===== config.mk =====
export PLATFORM = sky130hd
export DESIGN_NAME = rasi_alarm_core
export DESIGN_NICKNAME = d
export VERILOG_FILES = /design/src/core/rasi_pkg.sv /design/src/core/rasi_sat_counter.sv /design/src/core/rasi_alarm_core.sv
export SDC_FILE = /design/constraint.sdc
export NUM_CORES = 1
export LEC_CHECK = 0
export BUFFER_PORTS_ARGS = -buffer_cell sky130_fd_sc_hd__buf_4
export CAP_MARGIN = 20
export CORE_MARGIN = 1.5
export CORE_UTILIZATION = 40
export CTS_CLUSTER_DIAMETER = 60
export CTS_CLUSTER_SIZE = 28
export DETAILED_ROUTE_END_ITERATION = 10
export GPL_ROUTABILITY_DRIVEN = 0
export PLACE_DENSITY = 0.58
export SLEW_MARGIN = 10
export SYNTH_ARGS = -nofsm -noshare
export SYNTH_HDL_FRONTEND = slang
export SYNTH_SLANG_ARGS = --single-unit

===== constraint.sdc =====
create_clock -name clk -period 3 [get_ports clk]
set_input_delay 0.15 -clock clk [delete_from_list [all_inputs] [get_ports clk]]
set_output_delay 0.15 -clock clk [all_outputs]
set_load 0.02 [all_outputs]

===== src/core/rasi_pkg.sv =====
// Shared constants for the receive alarm status and interrupt block.
// Assumes an 8-bit register port and one 50 MHz system clock.
`default_nettype none

package rasi_pkg;

	// ---------------------------------------------------------------
	// Register port
	// ---------------------------------------------------------------
	localparam int ADDR_W = 3;
	localparam int DATA_W = 8;
	localparam logic [ADDR_W-1:0] ADDR_STATUS = 3'h0;
	localparam logic [ADDR_W-1:0] ADDR_MASK = 3'h1;
	localparam logic [ADDR_W-1:0] ADDR_VIOL_CNT = 3'h2;
	localparam logic [ADDR_W-1:0] ADDR_FRAMING_BIT_ERROR_CNT = 3'h3;
	localparam logic [ADDR_W-1:0] ADDR_CONFIG = 3'h4;
	localparam logic [DATA_W-1:0] ZERO_BYTE = 8'h00;
	localparam logic [DATA_W-1:0] ALL_ONES_BYTE = 8'hff;
	localparam logic [DATA_W-1:0] MASK_RESET = 8'h00;

	// ---------------------------------------------------------------
	// Status and mask bit positions
	// ---------------------------------------------------------------
	localparam int BIT_VIOL_SAT = 7;
	localparam int BIT_ERR_SAT = 6;
	localparam int BIT_REMOTE = 5;
	localparam int BIT_CARRIER = 4;
	localparam int BIT_FRAMING_BIT_ERROR = 3;
	localparam int BIT_SUBST = 2;
	localparam int BIT_ALL_ONES = 1;
	localparam int BIT_SYNC_LOSS = 0;

	// ---------------------------------------------------------------
	// Configuration bit positions
	// ---------------------------------------------------------------
	localparam int CFG_WINDOW_FIVE = 0;
	localparam int CFG_SYNC_CRITERIA = 1;
	localparam int CFG_ESF_MODE = 2;
	localparam logic [2:0] CFG_RESET = 3'h0;

	// ---------------------------------------------------------------
	// Counter fields
	// ---------------------------------------------------------------
	localparam int VIOL_W = 8;
	localparam int NIB_W = 4;
	localparam int OOF_LSB = 4;
	localparam int ESF_LSB = 0;

	// ---------------------------------------------------------------
	// Detector figures
	// ---------------------------------------------------------------
	localparam int CL_ZEROS = 32;
	localparam int CL_W = 6;
	localparam int AO_LIMIT = 3;
	localparam int AO_W = 8;
	localparam int OOF_ERRS = 2;
	localparam int WIN_SHORT = 4;
	localparam int WIN_LONG = 5;
	localparam int FRAMING_BIT_ERROR_HOLD = 2;

endpackage : rasi_pkg

`default_nettype wire


===== src/core/rasi_sat_counter.sv =====
// Presettable saturating up counter for alarm event counting.
// Assumes preset and increment strobes are one clock wide.
`default_nettype none

module rasi_sat_counter #(
	parameter int W = 8
) (
	input wire logic clk,
	input wire logic rst,
	input wire logic load,
	input wire logic [W-1:0] load_value,
	input wire logic inc,
	output logic [W-1:0] count_q,
	output logic sat_event
);

	// ---------------------------------------------------------------
	// Counter
	// ---------------------------------------------------------------
	localparam logic [W-1:0] MAXV = '1;
	localparam logic [W-1:0] ONE = W'(1);

	// Each event past saturation is reported, not only the first
	assign sat_event = inc && !load && (count_q == MAXV);

	// A preset wins over a coincident event so the threshold is exact
	always_ff @(posedge clk or posedge rst) begin
		if (rst) begin
			count_q <= '0;
		end else if (load) begin
			count_q <= load_value;
		end else if (inc && (count_q != MAXV)) begin
			count_q <= count_q + ONE;
		end
	end

endmodule : rasi_sat_counter

`default_nettype wire


===== src/core/rasi_alarm_core.sv =====
// Receive alarm status, interrupt masking and alarm event counting.
// Assumes the line-side strobes are synchronous one-cycle pulses per bit.
//
// Local design decisions: the address map and strobed register access.
`default_nettype none
// Notes on behaviour
// - Each alarm drives its own output pin and a latched status bit.
// - Interrupts come from real-time alarms and from counter saturation.
// - Every status bit has a mask bit; a zero mask bit blocks it.
// - Clearing a mask bit drops that source's interrupt at once.
// - A direct status read clears real-time bits unless still present.
// - A direct status read leaves both saturation bits set.
// - Saturation bit clears only on a counter preset that is not all ones.
// - A burst read of status clears nothing.
// - All three counters are host presettable and count up from there.
// - Each event after saturation sets the saturation bit again.
// - Counter reads never disturb counting.
// - Out of frame when two framing bits err within four or five.
// - Terminal bits tested in superframe and in extended mode alike.
// - Out of frame events count in the upper error counter nibble.
// - Extended mode ORs out of frame with CRC failure into own counter.
// - Superframe mode counts signaling errors too when criteria bit set.
// - Status bit two sets on a substitution code word.
// - Mask bit seven at one enables the violation saturation interrupt.
// - Sync loss status latches the sync_loss_in input, not the registered pin.

module rasi_alarm_core (
	input wire logic clk,
	input wire logic rst,
	input wire logic [rasi_pkg::ADDR_W-1:0] reg_addr,
	input wire logic [rasi_pkg::DATA_W-1:0] reg_wdata,
	input wire logic reg_wr,
	input wire logic reg_rd,
	input wire logic reg_burst,
	output logic [rasi_pkg::DATA_W-1:0] reg_rdata,
	input wire logic bit_valid,
	input wire logic bit_one,
	input wire logic bit_is_fbit,
	input wire logic fbit_terminal,
	input wire logic fbit_error,
	input wire logic frame_end,
	input wire logic crc_error,
	input wire logic violation_seen,
	input wire logic code_word_seen,
	input wire logic remote_alarm_in,
	input wire logic sync_loss_in,
	output logic remote_alarm_detected,
	output logic carrier_loss_detected,
	output logic framing_bit_error,
	output logic substitution_code_detected,
	output logic all_ones_alarm_detected,
	output logic sync_loss,
	output logic out_of_frame_event,
	output logic irq
);

	// ---------------------------------------------------------------
	// Register port decode
	// ---------------------------------------------------------------
	logic wr_mask;
	logic wr_viol;
	logic wr_framing_bit_error;
	logic wr_cfg;
	logic rd_status_direct;
	logic [rasi_pkg::DATA_W-1:0] mask_q;
	logic [rasi_pkg::DATA_W-1:0] mask_d;
	logic [2:0] cfg_q;
	logic window_five;
	logic sync_criteria_select;
	logic extended_superframe_mode;

	assign wr_mask = reg_wr && (reg_addr == rasi_pkg::ADDR_MASK);
	assign wr_viol = reg_wr && (reg_addr == rasi_pkg::ADDR_VIOL_CNT);
	assign wr_framing_bit_error = reg_wr && (reg_addr == rasi_pkg::ADDR_FRAMING_BIT_ERROR_CNT);
	assign wr_cfg = reg_wr && (reg_addr == rasi_pkg::ADDR_CONFIG);
	// Burst reads carry reg_burst high and never count as direct
	assign rd_status_direct = reg_rd && !reg_burst
		&& (reg_addr == rasi_pkg::ADDR_STATUS);
	assign window_five = cfg_q[rasi_pkg::CFG_WINDOW_FIVE];
	assign sync_criteria_select = cfg_q[rasi_pkg::CFG_SYNC_CRITERIA];
	assign extended_superframe_mode = cfg_q[rasi_pkg::CFG_ESF_MODE];
	assign mask_d = wr_mask ? reg_wdata : mask_q;

	always_ff @(posedge clk or posedge rst) begin
		if (rst) begin
			mask_q <= rasi_pkg::MASK_RESET;
		end else begin
			mask_q <= mask_d;
		end
	end

	always_ff @(posedge clk or posedge rst) begin
		if (rst) begin
			cfg_q <= rasi_pkg::CFG_RESET;
		end else if (wr_cfg) begin
			cfg_q <= reg_wdata[2:0];
		end
	end

	// ---------------------------------------------------------------
	// Level alarm pins
	// ---------------------------------------------------------------
	always_ff @(posedge clk or posedge rst) begin
		if (rst) begin
			remote_alarm_detected <= 1'b0;
			sync_loss <= 1'b0;
		end else begin
			remote_alarm_detected <= remote_alarm_in;
			sync_loss <= sync_loss_in;
		end
	end

	// ---------------------------------------------------------------
	// Carrier loss detector
	// ---------------------------------------------------------------
	logic [rasi_pkg::CL_W-1:0] zero_run_q;
	logic carrier_set;

	assign carrier_set = bit_valid && !bit_one
		&& (zero_run_q == rasi_pkg::CL_W'(rasi_pkg::CL_ZEROS - 1));

	always_ff @(posedge clk or posedge rst) begin
		if (rst) begin
			zero_run_q <= '0;
			carrier_loss_detected <= 1'b0;
		end else if (bit_valid) begin
			if (bit_one) begin
				zero_run_q <= '0;
				carrier_loss_detected <= 1'b0;
			end else begin
				if (zero_run_q != rasi_pkg::CL_W'(rasi_pkg::CL_ZEROS)) begin
					zero_run_q <= zero_run_q + rasi_pkg::CL_W'(1);
				end
				if (carrier_set) begin
					carrier_loss_detected <= 1'b1;
				end
			end
		end
	end

	// ---------------------------------------------------------------
	// All-ones alarm detector
	// ---------------------------------------------------------------
	// Zeros are counted only outside framing bit positions
	logic [rasi_pkg::AO_W-1:0] frame_zeros_q;
	logic [rasi_pkg::AO_W-1:0] prev_zeros_q;
	logic [rasi_pkg::AO_W:0] pair_zeros;
	logic [rasi_pkg::AO_W-1:0] frame_zeros_now;
	logic zero_payload;

	assign zero_payload = bit_valid && !bit_one && !bit_is_fbit;
	assign frame_zeros_now = (zero_payload
		&& frame_zeros_q != rasi_pkg::ALL_ONES_BYTE)
		? frame_zeros_q + rasi_pkg::AO_W'(1) : frame_zeros_q;
	assign pair_zeros = {1'b0, prev_zeros_q} + {1'b0, frame_zeros_now};

	always_ff @(posedge clk or posedge rst) begin
		if (rst) begin
			frame_zeros_q <= '0;
			prev_zeros_q <= rasi_pkg::ALL_ONES_BYTE;
			all_ones_alarm_detected <= 1'b0;
		end else if (frame_end) begin
			frame_zeros_q <= '0;
			prev_zeros_q <= frame_zeros_now;
			all_ones_alarm_detected <=
				(pair_zeros < (rasi_pkg::AO_W + 1)'(rasi_pkg::AO_LIMIT));
		end else begin
			frame_zeros_q <= frame_zeros_now;
		end
	end

	// ---------------------------------------------------------------
	// Framing bit error and out of frame detection
	// ---------------------------------------------------------------
	logic tested_fbit;
	logic tested_err;
	logic signal_err;
	logic [rasi_pkg::WIN_LONG-1:0] err_hist_q;
	logic [rasi_pkg::WIN_LONG-1:0] err_hist_now;
	logic [2:0] win_errs;
	logic oof_now;
	logic [1:0] framing_bit_error_hold_q;

	// Terminal bits in both superframe and extended superframe modes
	assign tested_fbit = bit_valid && bit_is_fbit && fbit_terminal;
	assign tested_err = tested_fbit && fbit_error;
	assign signal_err = bit_valid && bit_is_fbit && !fbit_terminal && fbit_error;
	assign err_hist_now = {err_hist_q[rasi_pkg::WIN_LONG-2:0], fbit_error};

	always_comb begin
		win_errs = 3'(err_hist_now[0]) + 3'(err_hist_now[1])
			+ 3'(err_hist_now[2]) + 3'(err_hist_now[3]);
		if (window_five) begin
			win_errs = win_errs + 3'(err_hist_now[rasi_pkg::WIN_LONG-1]);
		end
	end

	assign oof_now = tested_fbit && fbit_error
		&& (win_errs >= 3'(rasi_pkg::OOF_ERRS));

	// History restarts after a declaration so one burst gives one event
	always_ff @(posedge clk or posedge rst) begin
		if (rst) begin
			err_hist_q <= '0;
		end else if (oof_now) begin
			err_hist_q <= '0;
		end else if (tested_fbit) begin
			err_hist_q <= err_hist_now;
		end
	end

	always_ff @(posedge clk or posedge rst) begin
		if (rst) begin
			out_of_frame_event <= 1'b0;
		end else begin
			out_of_frame_event <= oof_now;
		end
	end

	// Error pin stays high for two bit periods
	always_ff @(posedge clk or posedge rst) begin
		if (rst) begin
			framing_bit_error_hold_q <= '0;
			framing_bit_error <= 1'b0;
		end else if (tested_err) begin
			framing_bit_error_hold_q <= 2'(rasi_pkg::FRAMING_BIT_ERROR_HOLD);
			framing_bit_error <= 1'b1;
		end else if (bit_valid && framing_bit_error_hold_q != 2'h0) begin
			framing_bit_error_hold_q <= framing_bit_error_hold_q - 2'h1;
			framing_bit_error <= (framing_bit_error_hold_q != 2'h1);
		end
	end

	always_ff @(posedge clk or posedge rst) begin
		if (rst) begin
			substitution_code_detected <= 1'b0;
		end else begin
			substitution_code_detected <= code_word_seen;
		end
	end

	// ---------------------------------------------------------------
	// Alarm event counters
	// ---------------------------------------------------------------
	logic [rasi_pkg::VIOL_W-1:0] viol_cnt;
	logic [rasi_pkg::NIB_W-1:0] oof_cnt;
	logic [rasi_pkg::NIB_W-1:0] esf_cnt;
	logic viol_sat;
	logic oof_sat;
	logic esf_sat;
	logic count_gate;
	logic esf_inc;

	// Frame error counts halt while a resync is under way
	assign count_gate = !sync_loss_in;
	always_comb begin
		if (extended_superframe_mode) begin
			esf_inc = count_gate && (oof_now || crc_error);
		end else begin
			esf_inc = count_gate && (tested_err
				|| (sync_criteria_select && signal_err));
		end
	end

	rasi_sat_counter #(
		.W(rasi_pkg::VIOL_W)
	) u_viol_cnt (
		.clk(clk),
		.rst(rst),
		.load(wr_viol),
		.load_value(reg_wdata),
		.inc(violation_seen),
		.count_q(viol_cnt),
		.sat_event(viol_sat)
	);

	rasi_sat_counter #(
		.W(rasi_pkg::NIB_W)
	) u_oof_cnt (
		.clk(clk),
		.rst(rst),
		.load(wr_framing_bit_error),
		.load_value(reg_wdata[rasi_pkg::OOF_LSB +: rasi_pkg::NIB_W]),
		.inc(count_gate && oof_now),
		.count_q(oof_cnt),
		.sat_event(oof_sat)
	);

	rasi_sat_counter #(
		.W(rasi_pkg::NIB_W)
	) u_esf_cnt (
		.clk(clk),
		.rst(rst),
		.load(wr_framing_bit_error),
		.load_value(reg_wdata[rasi_pkg::ESF_LSB +: rasi_pkg::NIB_W]),
		.inc(esf_inc),
		.count_q(esf_cnt),
		.sat_event(esf_sat)
	);

	// ---------------------------------------------------------------
	// Status register
	// ---------------------------------------------------------------
	logic [rasi_pkg::DATA_W-1:0] set_vec;
	logic [rasi_pkg::DATA_W-1:0] clr_vec;
	logic [rasi_pkg::DATA_W-1:0] status_q;
	logic [rasi_pkg::DATA_W-1:0] status_d;
	logic preset_clear;

	// A preset of all ones keeps the saturation bit standing
	assign preset_clear = reg_wdata != rasi_pkg::ALL_ONES_BYTE;

	always_comb begin
		set_vec = rasi_pkg::ZERO_BYTE;
		set_vec[rasi_pkg::BIT_VIOL_SAT] = viol_sat;
		set_vec[rasi_pkg::BIT_ERR_SAT] = oof_sat || esf_sat;
		set_vec[rasi_pkg::BIT_REMOTE] = remote_alarm_in;
		set_vec[rasi_pkg::BIT_CARRIER] = carrier_set || carrier_loss_detected;
		set_vec[rasi_pkg::BIT_FRAMING_BIT_ERROR] = tested_err;
		set_vec[rasi_pkg::BIT_SUBST] = code_word_seen;
		set_vec[rasi_pkg::BIT_ALL_ONES] = all_ones_alarm_detected;
		set_vec[rasi_pkg::BIT_SYNC_LOSS] = sync_loss_in;
	end

	always_comb begin
		clr_vec = rasi_pkg::ZERO_BYTE;
		clr_vec[rasi_pkg::BIT_VIOL_SAT] = wr_viol && preset_clear;
		clr_vec[rasi_pkg::BIT_ERR_SAT] = wr_framing_bit_error && preset_clear;
		clr_vec[rasi_pkg::BIT_REMOTE] = rd_status_direct;
		clr_vec[rasi_pkg::BIT_CARRIER] = rd_status_direct;
		clr_vec[rasi_pkg::BIT_FRAMING_BIT_ERROR] = rd_status_direct;
		clr_vec[rasi_pkg::BIT_SUBST] = rd_status_direct;
		clr_vec[rasi_pkg::BIT_ALL_ONES] = rd_status_direct;
		clr_vec[rasi_pkg::BIT_SYNC_LOSS] = rd_status_direct;
	end

	// Set wins over clear, so a present condition survives a read
	for (genvar i = 0; i < rasi_pkg::DATA_W; i++) begin : g_status
		assign status_d[i] = set_vec[i] || (status_q[i] && !clr_vec[i]);
		always_ff @(posedge clk or posedge rst) begin
			if (rst) begin
				status_q[i] <= 1'b0;
			end else begin
				status_q[i] <= status_d[i];
			end
		end
	end

	// ---------------------------------------------------------------
	// Interrupt
	// ---------------------------------------------------------------
	// Uses next-state mask so a cleared bit drops the line on the next edge
	always_ff @(posedge clk or posedge rst) begin
		if (rst) begin
			irq <= 1'b0;
		end else begin
			irq <= |(status_d & mask_d);
		end
	end

	// ---------------------------------------------------------------
	// Read data
	// ---------------------------------------------------------------
	// Counter reads have no side effect on counting
	always_ff @(posedge clk or posedge rst) begin
		if (rst) begin
			reg_rdata <= rasi_pkg::ZERO_BYTE;
		end else if (reg_rd) begin
			case (reg_addr)
				rasi_pkg::ADDR_STATUS: reg_rdata <= status_q;
				rasi_pkg::ADDR_MASK: reg_rdata <= mask_q;
				rasi_pkg::ADDR_VIOL_CNT: reg_rdata <= viol_cnt;
				rasi_pkg::ADDR_FRAMING_BIT_ERROR_CNT: reg_rdata <= {oof_cnt, esf_cnt};
				rasi_pkg::ADDR_CONFIG: reg_rdata <= {5'h00, cfg_q};
				default: reg_rdata <= rasi_pkg::ZERO_BYTE;
			endcase
		end else begin
			reg_rdata <= rasi_pkg::ZERO_BYTE;
		end
	end

endmodule : rasi_alarm_core

`default_nettype wire


Yosys cells after proc, flatten, opt, wreduce, memory -nomap -nowiden
Index checks and enable logic that the tools add are counted.
{ "totals": {"register_bits": 79, "out_inout_bits": 16, "wordCells": 153} }
{ "classes": {"n_addsub": 11, "n_lt_le_gt_ge": 2, "eq_ne": 15, "mux": 23, "bitwise": 1, "n_reduce_logical": 74} }
{ "op_table": {"columns": ["operator", "n"], "rows": [
  ["two-way mux 8 bit", 6],
  ["logical AND 1 bit", 40],
  ["one-hot mux 8 bit (5 select lines)", 1],
  ["two-way mux 4 bit", 6],
  ["!= test 8 bit (second input constant)", 3],
  ["adder 8 x 1 -> 8 bit (second input constant)", 2],
  ["nonzero test 2 bit", 8],
  ["logical OR 1 bit", 12],
  ["two-way mux 6 bit", 2],
  ["zero test 1 bit", 10],
  ["adder 8 x 8 -> 9 bit", 1],
  ["< comparator 9 x 2 -> 1 bit (second input constant)", 1],
  ["adder 4 x 1 -> 4 bit (second input constant)", 2],
  ["bitwise AND 8 bit", 1],
  ["== test 4 bit (second input constant)", 2],
  ["== test 8 bit (second input constant)", 1],
  ["!= test 4 bit (second input constant)", 2],
  ["OR reduction 8 bit", 1],
  ["adder 3 x 1 -> 3 bit", 2],
  ["adder 6 x 1 -> 6 bit (second input constant)", 1],
  ["== test 3 x 2 -> 1 bit (second input constant)", 2],
  ["== test 6 x 5 -> 1 bit (second input constant)", 1],
  ["!= test 6 bit (second input constant)", 1],
  ["two-way mux 1 bit", 5],
  ["11 further kinds", 13]
]} }

Logic depth before layout (Yosys ltp)
Gate-level depths: netlist of the first run.
{ "logic_depth": {"ltp_word": 16, "depth_mapped": 11} }

Hierarchy
From an unflattened synthesis of the first run, not the netlist that was laid out.
{ "hier_totals": {"hier_cells": 410, "hier_area_um2": 4297.9} }
{ "modules_own_cells": {"columns": ["module", "n_inst", "cells_each", "area_each_um2"], "rows": [
  ["rasi_alarm_core", 1, 292, 3228.1],
  ["rasi_sat_counter (u_viol_cnt)", 1, 64, 556.8],
  ["rasi_sat_counter (u_esf_cnt ...)", 2, 27, 256.5]
]} }

Worst setup path before layout of the first run
No wires, ideal clock.
{ "synth_path": {"path_type": "register -> register", "start": "reg err_hist_q[0] (netlist name)", "end": "reg irq", "setup_time_ns": 0.138, "arrival_time_ns": 2.601, "slack_ns": 0.261, "path_stages_with_launch": 12, "path_buffers": 0, "cell_sequence": "dfrtp_1 inv_1 fa_1 inv_1 ha_1 nand2_1 fa_1 nand3_1 a311oi_1 nor4_1 o211ai_1 nand4_1"} }
{ "synth_between": {"elab_chain_len": 16} }
{ "synth_lines": {"columns": ["item", "line", "text"], "rows": [
  ["from (decl)", "rasi_alarm_core.sv:178", "logic [rasi_pkg::WIN_LONG-1:0] err_hist_q;"],
  ["from (signal assigned)", "rasi_alarm_core.sv:208", "err_hist_q <= err_hist_now;"],
  ["adder 1 x 1 -> 2 bit (*)", "rasi_alarm_core.sv:191", "win_errs = 3'(err_hist_now[0]) + 3'(err_hist_now[1])"],
  ["adder 2 x 1 -> 3 bit (*)", "rasi_alarm_core.sv:192", "+ 3'(err_hist_now[2]) + 3'(err_hist_now[3]);"],
  ["adder 3 x 1 -> 3 bit (*)", "rasi_alarm_core.sv:192", null],
  ["adder 3 x 1 -> 3 bit", "rasi_alarm_core.sv:194", "win_errs = win_errs + 3'(err_hist_now[rasi_pkg::WIN_LONG-1]);"],
  ["two-way mux 3 bit (*)", "rasi_alarm_core.sv:193", "if (window_five) begin"],
  ["greater-or-equal comparator 3 x 2 -> 1 bit (*)", "rasi_alarm_core.sv:199", "&& (win_errs >= 3'(rasi_pkg::OOF_ERRS));"],
  ["logical AND 1 bit (*)", "rasi_alarm_core.sv:199", null],
  ["logical OR 1 bit", "rasi_alarm_core.sv:258", "esf_inc = count_gate && (oof_now || crc_error);"],
  ["logical AND 1 bit", "rasi_alarm_core.sv:258", null],
  ["two-way mux 1 bit", "rasi_alarm_core.sv:257", "if (extended_superframe_mode) begin"],
  ["logical AND 1 bit (2 in series)", "rasi_sat_counter.sv:24", "assign sat_event = inc && !load && (count_q == MAXV);"],
  ["logical OR 1 bit (*)", "rasi_alarm_core.sv:316", "set_vec[rasi_pkg::BIT_ERR_SAT] = oof_sat || esf_sat;"],
  ["logical OR 1 bit (*)", "rasi_alarm_core.sv:339", "assign status_d[i] = set_vec[i] || (status_q[i] && !clr_vec[i]);"],
  ["bitwise AND 8 bit (*)", "rasi_alarm_core.sv:357", "irq <= |(status_d & mask_d);"],
  ["OR reduction 8 bit (*)", "rasi_alarm_core.sv:357", null],
  ["to (signal assigned)", "rasi_alarm_core.sv:357", null],
  ["to (decl)", "rasi_alarm_core.sv:54", "output logic irq"]
]} }
Mark *: on every way between the ends. The rest lies on a longest branch, timed or not.
A chain may end at the register's enable or synchronous reset.

Final worst setup path of the first run
{ "layout_path": {"start": "reg frame_zeros_q[0] (netlist name)", "end": "reg all_ones_alarm_detected"} }
{ "layout_between": {"elab_chain_len": 5} }
{ "layout_lines": {"columns": ["item", "line", "text"], "rows": [
  ["from (decl)", "rasi_alarm_core.sv:145", "logic [rasi_pkg::AO_W-1:0] frame_zeros_q;"],
  ["from (signal assigned)", "rasi_alarm_core.sv:168", "frame_zeros_q <= frame_zeros_now;"],
  ["branches (longest 2 deep; another with adder 8 x 1 -> 8 bit)", null, null],
  ["two-way mux 8 bit (*)", "rasi_alarm_core.sv:154", "? frame_zeros_q + rasi_pkg::AO_W'(1) : frame_zeros_q;"],
  ["named net frame_zeros_now, one bit", "rasi_alarm_core.sv:148", "logic [rasi_pkg::AO_W-1:0] frame_zeros_now;"],
  ["adder 8 x 8 -> 9 bit (*)", "rasi_alarm_core.sv:155", "assign pair_zeros = {1'b0, prev_zeros_q} + {1'b0, frame_zeros_now};"],
  ["< comparator 9 x 2 -> 1 bit (*)", "rasi_alarm_core.sv:166", "(pair_zeros < (rasi_pkg::AO_W + 1)'(rasi_pkg::AO_LIMIT));"],
  ["to (signal assigned)", "rasi_alarm_core.sv:165", "all_ones_alarm_detected <="],
  ["to (decl)", "rasi_alarm_core.sv:51", "output logic all_ones_alarm_detected,"]
]} }
Mark *: on every way through the listed nets, which the timed path passes.

==> impl_metrics.tcl, run 1 <==
set metrics [dict create \
    synth_edf_count 0 \
    worstSetupPathType "flip-flop to flip-flop" \
    grt_max_degree 65 \
    postCtsSetupBuffers 0 \
    async_reset_ff_frac 1.00 \
    synth_most_common_cell "dfrtp_1" \
    die_area_um2 11000 \
    synth.largest_area_cell "dfrtp_1" \
    area_growth_pct 18.0 \
    final_cells 602 \
    synth_top_cells_by_count "71 x dfrtp_1, 54 x nor2_1, 32 x inv_1, 31 x nand2_1, 24 x a21oi_1" \
    cts_root_buf "clkbuf_8" \
    dr.pass1.iters 4 \
    wl_um 9710 \
    track_usage 0.187 \
    drive_gt1_frac 0.190 \
    h-tree-depth 3 \
    drtIter0Drc 61 \
    post-dp-hpwl_um 7050 \
    clk_pin_slew_ns 0.07 \
    syn_area_per_cell_um2 9.97 \
    antennaDiodeCount 0 \
    report.final.slew_viol_count 0 \
    num_rows 36 \
    die-height_um 105 \
    maxSlewHeadroom 0.504 \
    numCtsBuffers 9 \
    setup_tns_ns 0 \
    synth_area_um2 4150 \
    route.vias.total 3209 \
    power.density_nw_per_um2 665 \
    start_util 0.419 \
    total_power_mw 3.25 \
    synth_top_area_share 0.428 \
    postRouteAntennaNets 0 \
    die_w_um 105 \
    viasPerCell 5.33 \
    clock_path_buffers 2 \
    multiInputGateArea_um2 2000 \
    fill_cells 952 \
    ios 43 \
    fmax_ghz 0.358 \
    yosysWarnings 0 \
    yosysUniqueCellTypes 51 \
    ys.flop_type "dfrtp_1" \
    numPortBuffers 42 \
    setup_violations 0 \
    status "finished clean" \
    cts_tree "built" \
    grt_pass1_vias 3191 \
    synthTopCellsByArea "dfrtp_1 43%, ha_1 5.4%, dfstp_2 5.1%" \
    cellLeakagePower_nw 2.22 \
    worstHoldPathType "input pin to flip-flop" \
    overflow 0 \
    ys_ff_latch 79 \
    ir_drop_v 0.000492 \
    clock_skew_ns 0.00869 \
    cp_data_required_time_ns 3.28 \
    synthesis.instances 416 \
    ys_seq_area_frac 0.479 \
    dp_cells 582 \
    routedWlPerCell_um 16.1 \
    antenna_found_initial 0 \
    critPathArrivalTime_ns 3.07 \
    ff_latch_area_um2 1990 \
    syn-num-nets 464 \
    clock-sinks 79 \
    coreArea_um2 9910 \
    fin_nets 512 \
    fin_crit_sh 0.931 \
    drc 0 \
    final-hold-violation-count 0 \
    cap_violations 0 \
    clk_latency_ns 0.36 \
    cp-start-kind "flip-flop" \
    end_kind "flip-flop" \
    tightestPinTransition_ns 0.734 \
    rsz0062_at_grt "false" \
    min_period_ns 2.79 \
    worst-path-max-fanout 6 \
    grt_pass1_wl_um 16000 \
]
worst max-delay path: stages, from the launching register on:
cell and delay (ns):
dfrtp_1 0.38, ha_1 0.18, nand3_1 0.12, o31ai_2 0.39, buf_4 0.21, nor3_1 0.06
xnor2_1 0.24, inv_1 0.09, ha_1 0.27, nor4_1 0.43, nand4_1 0.19, o22ai_1 0.16
per-stage QoR:
step                      hold WS, ns  setup slack, ns  instance area, um2   util
after detailed placement        0.120            0.227                4620  0.466
after CTS                      0.0304            0.151                4890  0.493
final                          0.0479            0.206                4890  0.494
after floorplan                 0.181            0.261                4150      -
after global placement          0.118            0.277                4620  0.466
after global routing           0.0324           0.0465                4890  0.494
report_power, final:
group,leakage (nW),switching [mW],total (mW),internal [mW]
combinational,1.14,0.431,0.838,0.407
clock,0.110,0.387,0.903,0.515
sequential,0.967,0.228,1.51,1.28
sequential cells by signal, summed over array words and instances (netlist names):
signal,flops
all_ones_alarm_detected,1
carrier_loss_detected,1
cfg_q,3
err_hist_q,4
frame_zeros_q,8
framing_bit_error,1
framing_bit_error_hold_q,2
irq,1
mask_q,8
out_of_frame_event,1
prev_zeros_q,8
reg_rdata,8
remote_alarm_detected,1
status_q,8
substitution_code_detected,1
sync_loss,1
u_esf_cnt.count_q,4
u_oof_cnt.count_q,4
u_viol_cnt.count_q,8
zero_run_q,6
final timing paths:
kind | startpoint | to | slack [ns] | depth (start not counted)
max | frame_zeros_q[0] | all_ones_alarm_detected | 0.21 | 11
min | reg_wdata[5] | u_viol_cnt.count_q[5] | 0.05 | 3
max reg2reg | frame_zeros_q[0] | all_ones_alarm_detected | 0.21 | 11
min reg2reg | prev_zeros_q[2] | prev_zeros_q[2] | 0.49 | 2
max in group asynchronous | rst | prev_zeros_q[0] | 2.06 | 4
min in group asynchronous | rst | carrier_loss_detected | 0.28 | 3
layout by cell type, fill, tap and decap left out, types with 7 or more instances in the layout:
master	n
dfrtp_1	71
clkbuf_8	11
o21ai_0	15
xnor2_1	17
mux2_2	13
o22a_1	8
nand4_1	7
nand2_1	31
ha_1	18
a22oi_1	8
inv_1	31
nand3_1	14
buf_4	45
mux2i_1	15
a21oi_1	24
dfstp_2	8
nor2_1	54
cell families (layout without fill, tap and decap cells):
group                    Yosys count  in the layout  synth area share
AND/OR/NAND/NOR                  138            138             0.159
AO/OA/AOI/OAI                     83             83             0.134
flip-flops                        79             79             0.479
buffers and inverters             45             98            0.0413
multiplexers                      28             28            0.0715
XOR/XNOR                          22             22            0.0465
adder cells (fa/ha/maj)           21             21            0.0688
metal layers:
metal	part of all wire	global-route usage	wire length [um]
met5	0	0	0
met4	0.011	0.0460	107
met3	0.044	0.0555	431
met2	0.51	0.322	4920
met1	0.44	0.230	4250
layout make-up:
cell class              count  share of cell area
multi-input cells         292               0.408
flip-flops and latches     79               0.406
well taps                 133              0.0340
clock inverters             3              0.0138
repair buffers             50              0.0813
clock buffers              13              0.0325
inverters                  32              0.0248
repair_timing:
action | in CTS | in global routing
hold buffers | 4 | 0
endpoints found under the hold margin | 19 | 0
resized for setup | 0 | 1
endpoints found under the setup margin | 0 | 1
Power figures use the tool's default switching activity.
==> run 2, diff against run 1 <==
CTS_CLUSTER_DIAMETER = 80   (was 60)
SYNTH_HIERARCHICAL = 1   (was unset)
==> impl_metrics.tcl, run 2 <==
set metrics [dict create \
    status "finished with violations" \
    violations "negative setup slack" \
    ys_ff_latch 79 \
    crit_end "irq" \
    antenna_found_initial 0 \
    final_core_util 0.495 \
    syn_area_per_cell_um2 10.5 \
    worstHoldPathType "input pin to flip-flop" \
    critPathArrivalTime_ns 3.52 \
    grt_pass1_vias 3178 \
    area_growth_pct 19.4 \
    numPortBuffers 42 \
    drtIter0Drc 214 \
    rsz0062_at_grt "true" \
    tightestPinTransition_ns 0.719 \
    synth_xor_area_frac 0.0122 \
    worstSetupPathType "flip-flop to flip-flop" \
    synthTopCellsByArea "dfrtp_1 41%, ha_1 5.2%, dfstp_2 4.9%" \
    rr_startpoint "err_hist_q[0]" \
    post-place-ws_ns -0.190 \
    fin_nets 516 \
    h-tree-depth 3 \
    min_period_ns 3.22 \
    maxSlewHeadroom 0.519 \
    grt_pass1_wl_um 16400 \
    synth_area_um2 4300 \
    clk_pin_slew_ns 0.08 \
    coreArea_um2 10400 \
    dpl_cell_area_um2 4800 \
    fmax_ghz 0.311 \
    synth_fa_ha_area_frac 0.0664 \
    synth_top_cells_by_count "71 x dfrtp_1, 30 x nor2_1, 27 x nand2_1, 24 x inv_1" \
    track_usage 0.190 \
    final_common_cell "dfrtp_1" \
    clock_path_buffers 2 \
    overflow 0 \
    wl_um 10200 \
    cap_violations 0 \
    synth_mux_area_frac 0.0850 \
    synth.largest_area_cell "dfrtp_1" \
    ys_seq_area_frac 0.462 \
    synth_compound_area_frac 0.157 \
    drc 0 \
    cts_root_buf "clkbuf_8" \
    ff2ff_path_depth 14 \
    cp-start-kind "flip-flop" \
    numCtsBuffers 9 \
    setup_tns_ns -0.691 \
    total_power_mw 3.21 \
    cts_tree "built" \
    timing.final.ws_setup_ns -0.219 \
    power.density_nw_per_um2 626 \
    ys.flop_type "dfrtp_1" \
    final-hold-violation-count 0 \
    viasPerCell 5.52 \
    clock-sinks 79 \
    synth_most_common_cell "dfrtp_1" \
    final_cell_mix "71 x dfrtp_1, 56 x buf_4, 30 x nor2_1, 27 x nand2_1, 23 x inv_1" \
    die_area_um2 11400 \
    yosysUniqueCellTypes 66 \
    grt_max_degree 46 \
    synthesis.instances 410 \
    min_from "reg_wdata[7]" \
    setup_violations 6 \
    postRouteAntennaNets 0 \
    dp_cells 583 \
    end_kind "flip-flop" \
    post-dp-hpwl_um 7380 \
    die_w_um 107 \
    worst_r2r_endpoint "irq" \
    clk_latency_ns 0.37 \
    ir_drop_v 0.000278 \
    report.final.slew_viol_count 0 \
    synth_top_area_share 0.413 \
    dr.pass1.iters 4 \
    final_cells 609 \
    fin_crit_sh 1.07 \
    synth-simple-area-share 0.177 \
    whs_ns 0.0342 \
    syn-num-nets 458 \
    cellLeakagePower_nw 2.33 \
    cp-startpoint "err_hist_q[0]" \
    regToRegSetupSlack_ns -0.22 \
    worst-path-max-fanout 3 \
    start_util 0.414 \
    synth_edf_count 0 \
    clock_skew_ns 0.00825 \
    die-height_um 107 \
    cp_data_required_time_ns 3.31 \
    route.vias.total 3361 \
    fill_cells 988 \
    drive_gt1_frac 0.264 \
    yosysWarnings 6 \
    routedWlPerCell_um 16.8 \
    async_reset_ff_frac 1.00 \
    synth_top_family_by_area "simple AND/OR/NAND/NOR gates" \
    ios 43 \
    num_rows 37 \
    antennaDiodeCount 0 \
    final_cell_area_um2 5130 \
]
run 2: cell count changes in the layout (fill, tap and decap cells not counted), moves of 5 or more:
| cell | before | now |
|---|---|---|
| inv_1 | 31 | 23 |
| xnor2_1 | 17 | 5 |
| nor2b_1 | 2 | 7 |
| nor2_1 | 54 | 30 |
| a21oi_1 | 24 | 17 |
| nand4_1 | 7 | 12 |
| mux2_2 | 13 | 18 |
| buf_4 | 45 | 56 |
run 2: logic make-up after synthesis:
logic type	after synthesis
adder cells (fa/ha/maj)	21
XOR/XNOR	6
buffers and inverters	40
AND/OR/NAND/NOR	137
AO/OA/AOI/OAI	94
flip-flops	79
multiplexers	33
run 2: how the worst min path moves through the flow:
| stage | end | slack [ns] | cells past startpoint |
|---|---|---|---|
| global route | u_viol_cnt/count_q[7] | 0.04 | 3 |
| finish | u_viol_cnt/count_q[7] | 0.03 | 3 |
| floorplan | u_esf_cnt/count_q[0] | -0.08 | 1 |
| detailed placement | u_esf_cnt/count_q[3] | 0.09 | 2 |
| CTS | u_viol_cnt/count_q[7] | 0.02 | 3 |
| global placement | u_oof_cnt/count_q[2] | 0.09 | 2 |
run 2: cell type report:
cell class / instances / area, um2 / area share
clock buffer: 12 / 145 / 0.0283
tap: 136 / 170 / 0.0332
clock inverter: 4 / 45.0 / 0.00878
inverter: 24 / 90.1 / 0.0176
timing repair buffer: 63 / 493 / 0.0961
multi-input combinational: 291 / 2200 / 0.429
sequential: 79 / 1990 / 0.387
run 2: power breakdown:
group	leakage (nW)	internal (mW)	switching, mW
combinational	1.26	0.480	0.446
sequential	0.968	1.27	0.231
clock	0.100	0.404	0.380
run 2: worst max-delay path, cell delays in order, from the launching register on:
cell and delay, ns:
dfrtp_1 0.40, fa_1 0.47, ha_1 0.28, and2_4 0.16, fa_1 0.48, nor2_1 0.04
a21oi_1 0.15, nor2b_4 0.20, o21ai_2 0.07, a21oi_2 0.16, nor3b_4 0.22, nor2_1 0.07
a31oi_1 0.22, a22oi_1 0.13, nand4_1 0.09
run 2: metal layers:
layer  vias to the layer above  track usage  part of all wire
met1                      1647        0.260              0.47
li1                       1627            -                 -
met4                         0       0.0533             0.011
met3                        11       0.0541             0.047
met2                        76        0.294              0.47
met5                         -            0                 0
run 2: timing repair:
| action | CTS | global route |
|---|---|---|
| endpoints found under the hold margin | 40 | 0 |
| pin swaps | 1 | 5 |
| hold buffers | 5 | 0 |
| buffers inserted | 3 | 3 |
| cloned | 0 | 0 |
| setup endpoints to repair | 3 | 10 |
| resized for setup | 3 | 10 |
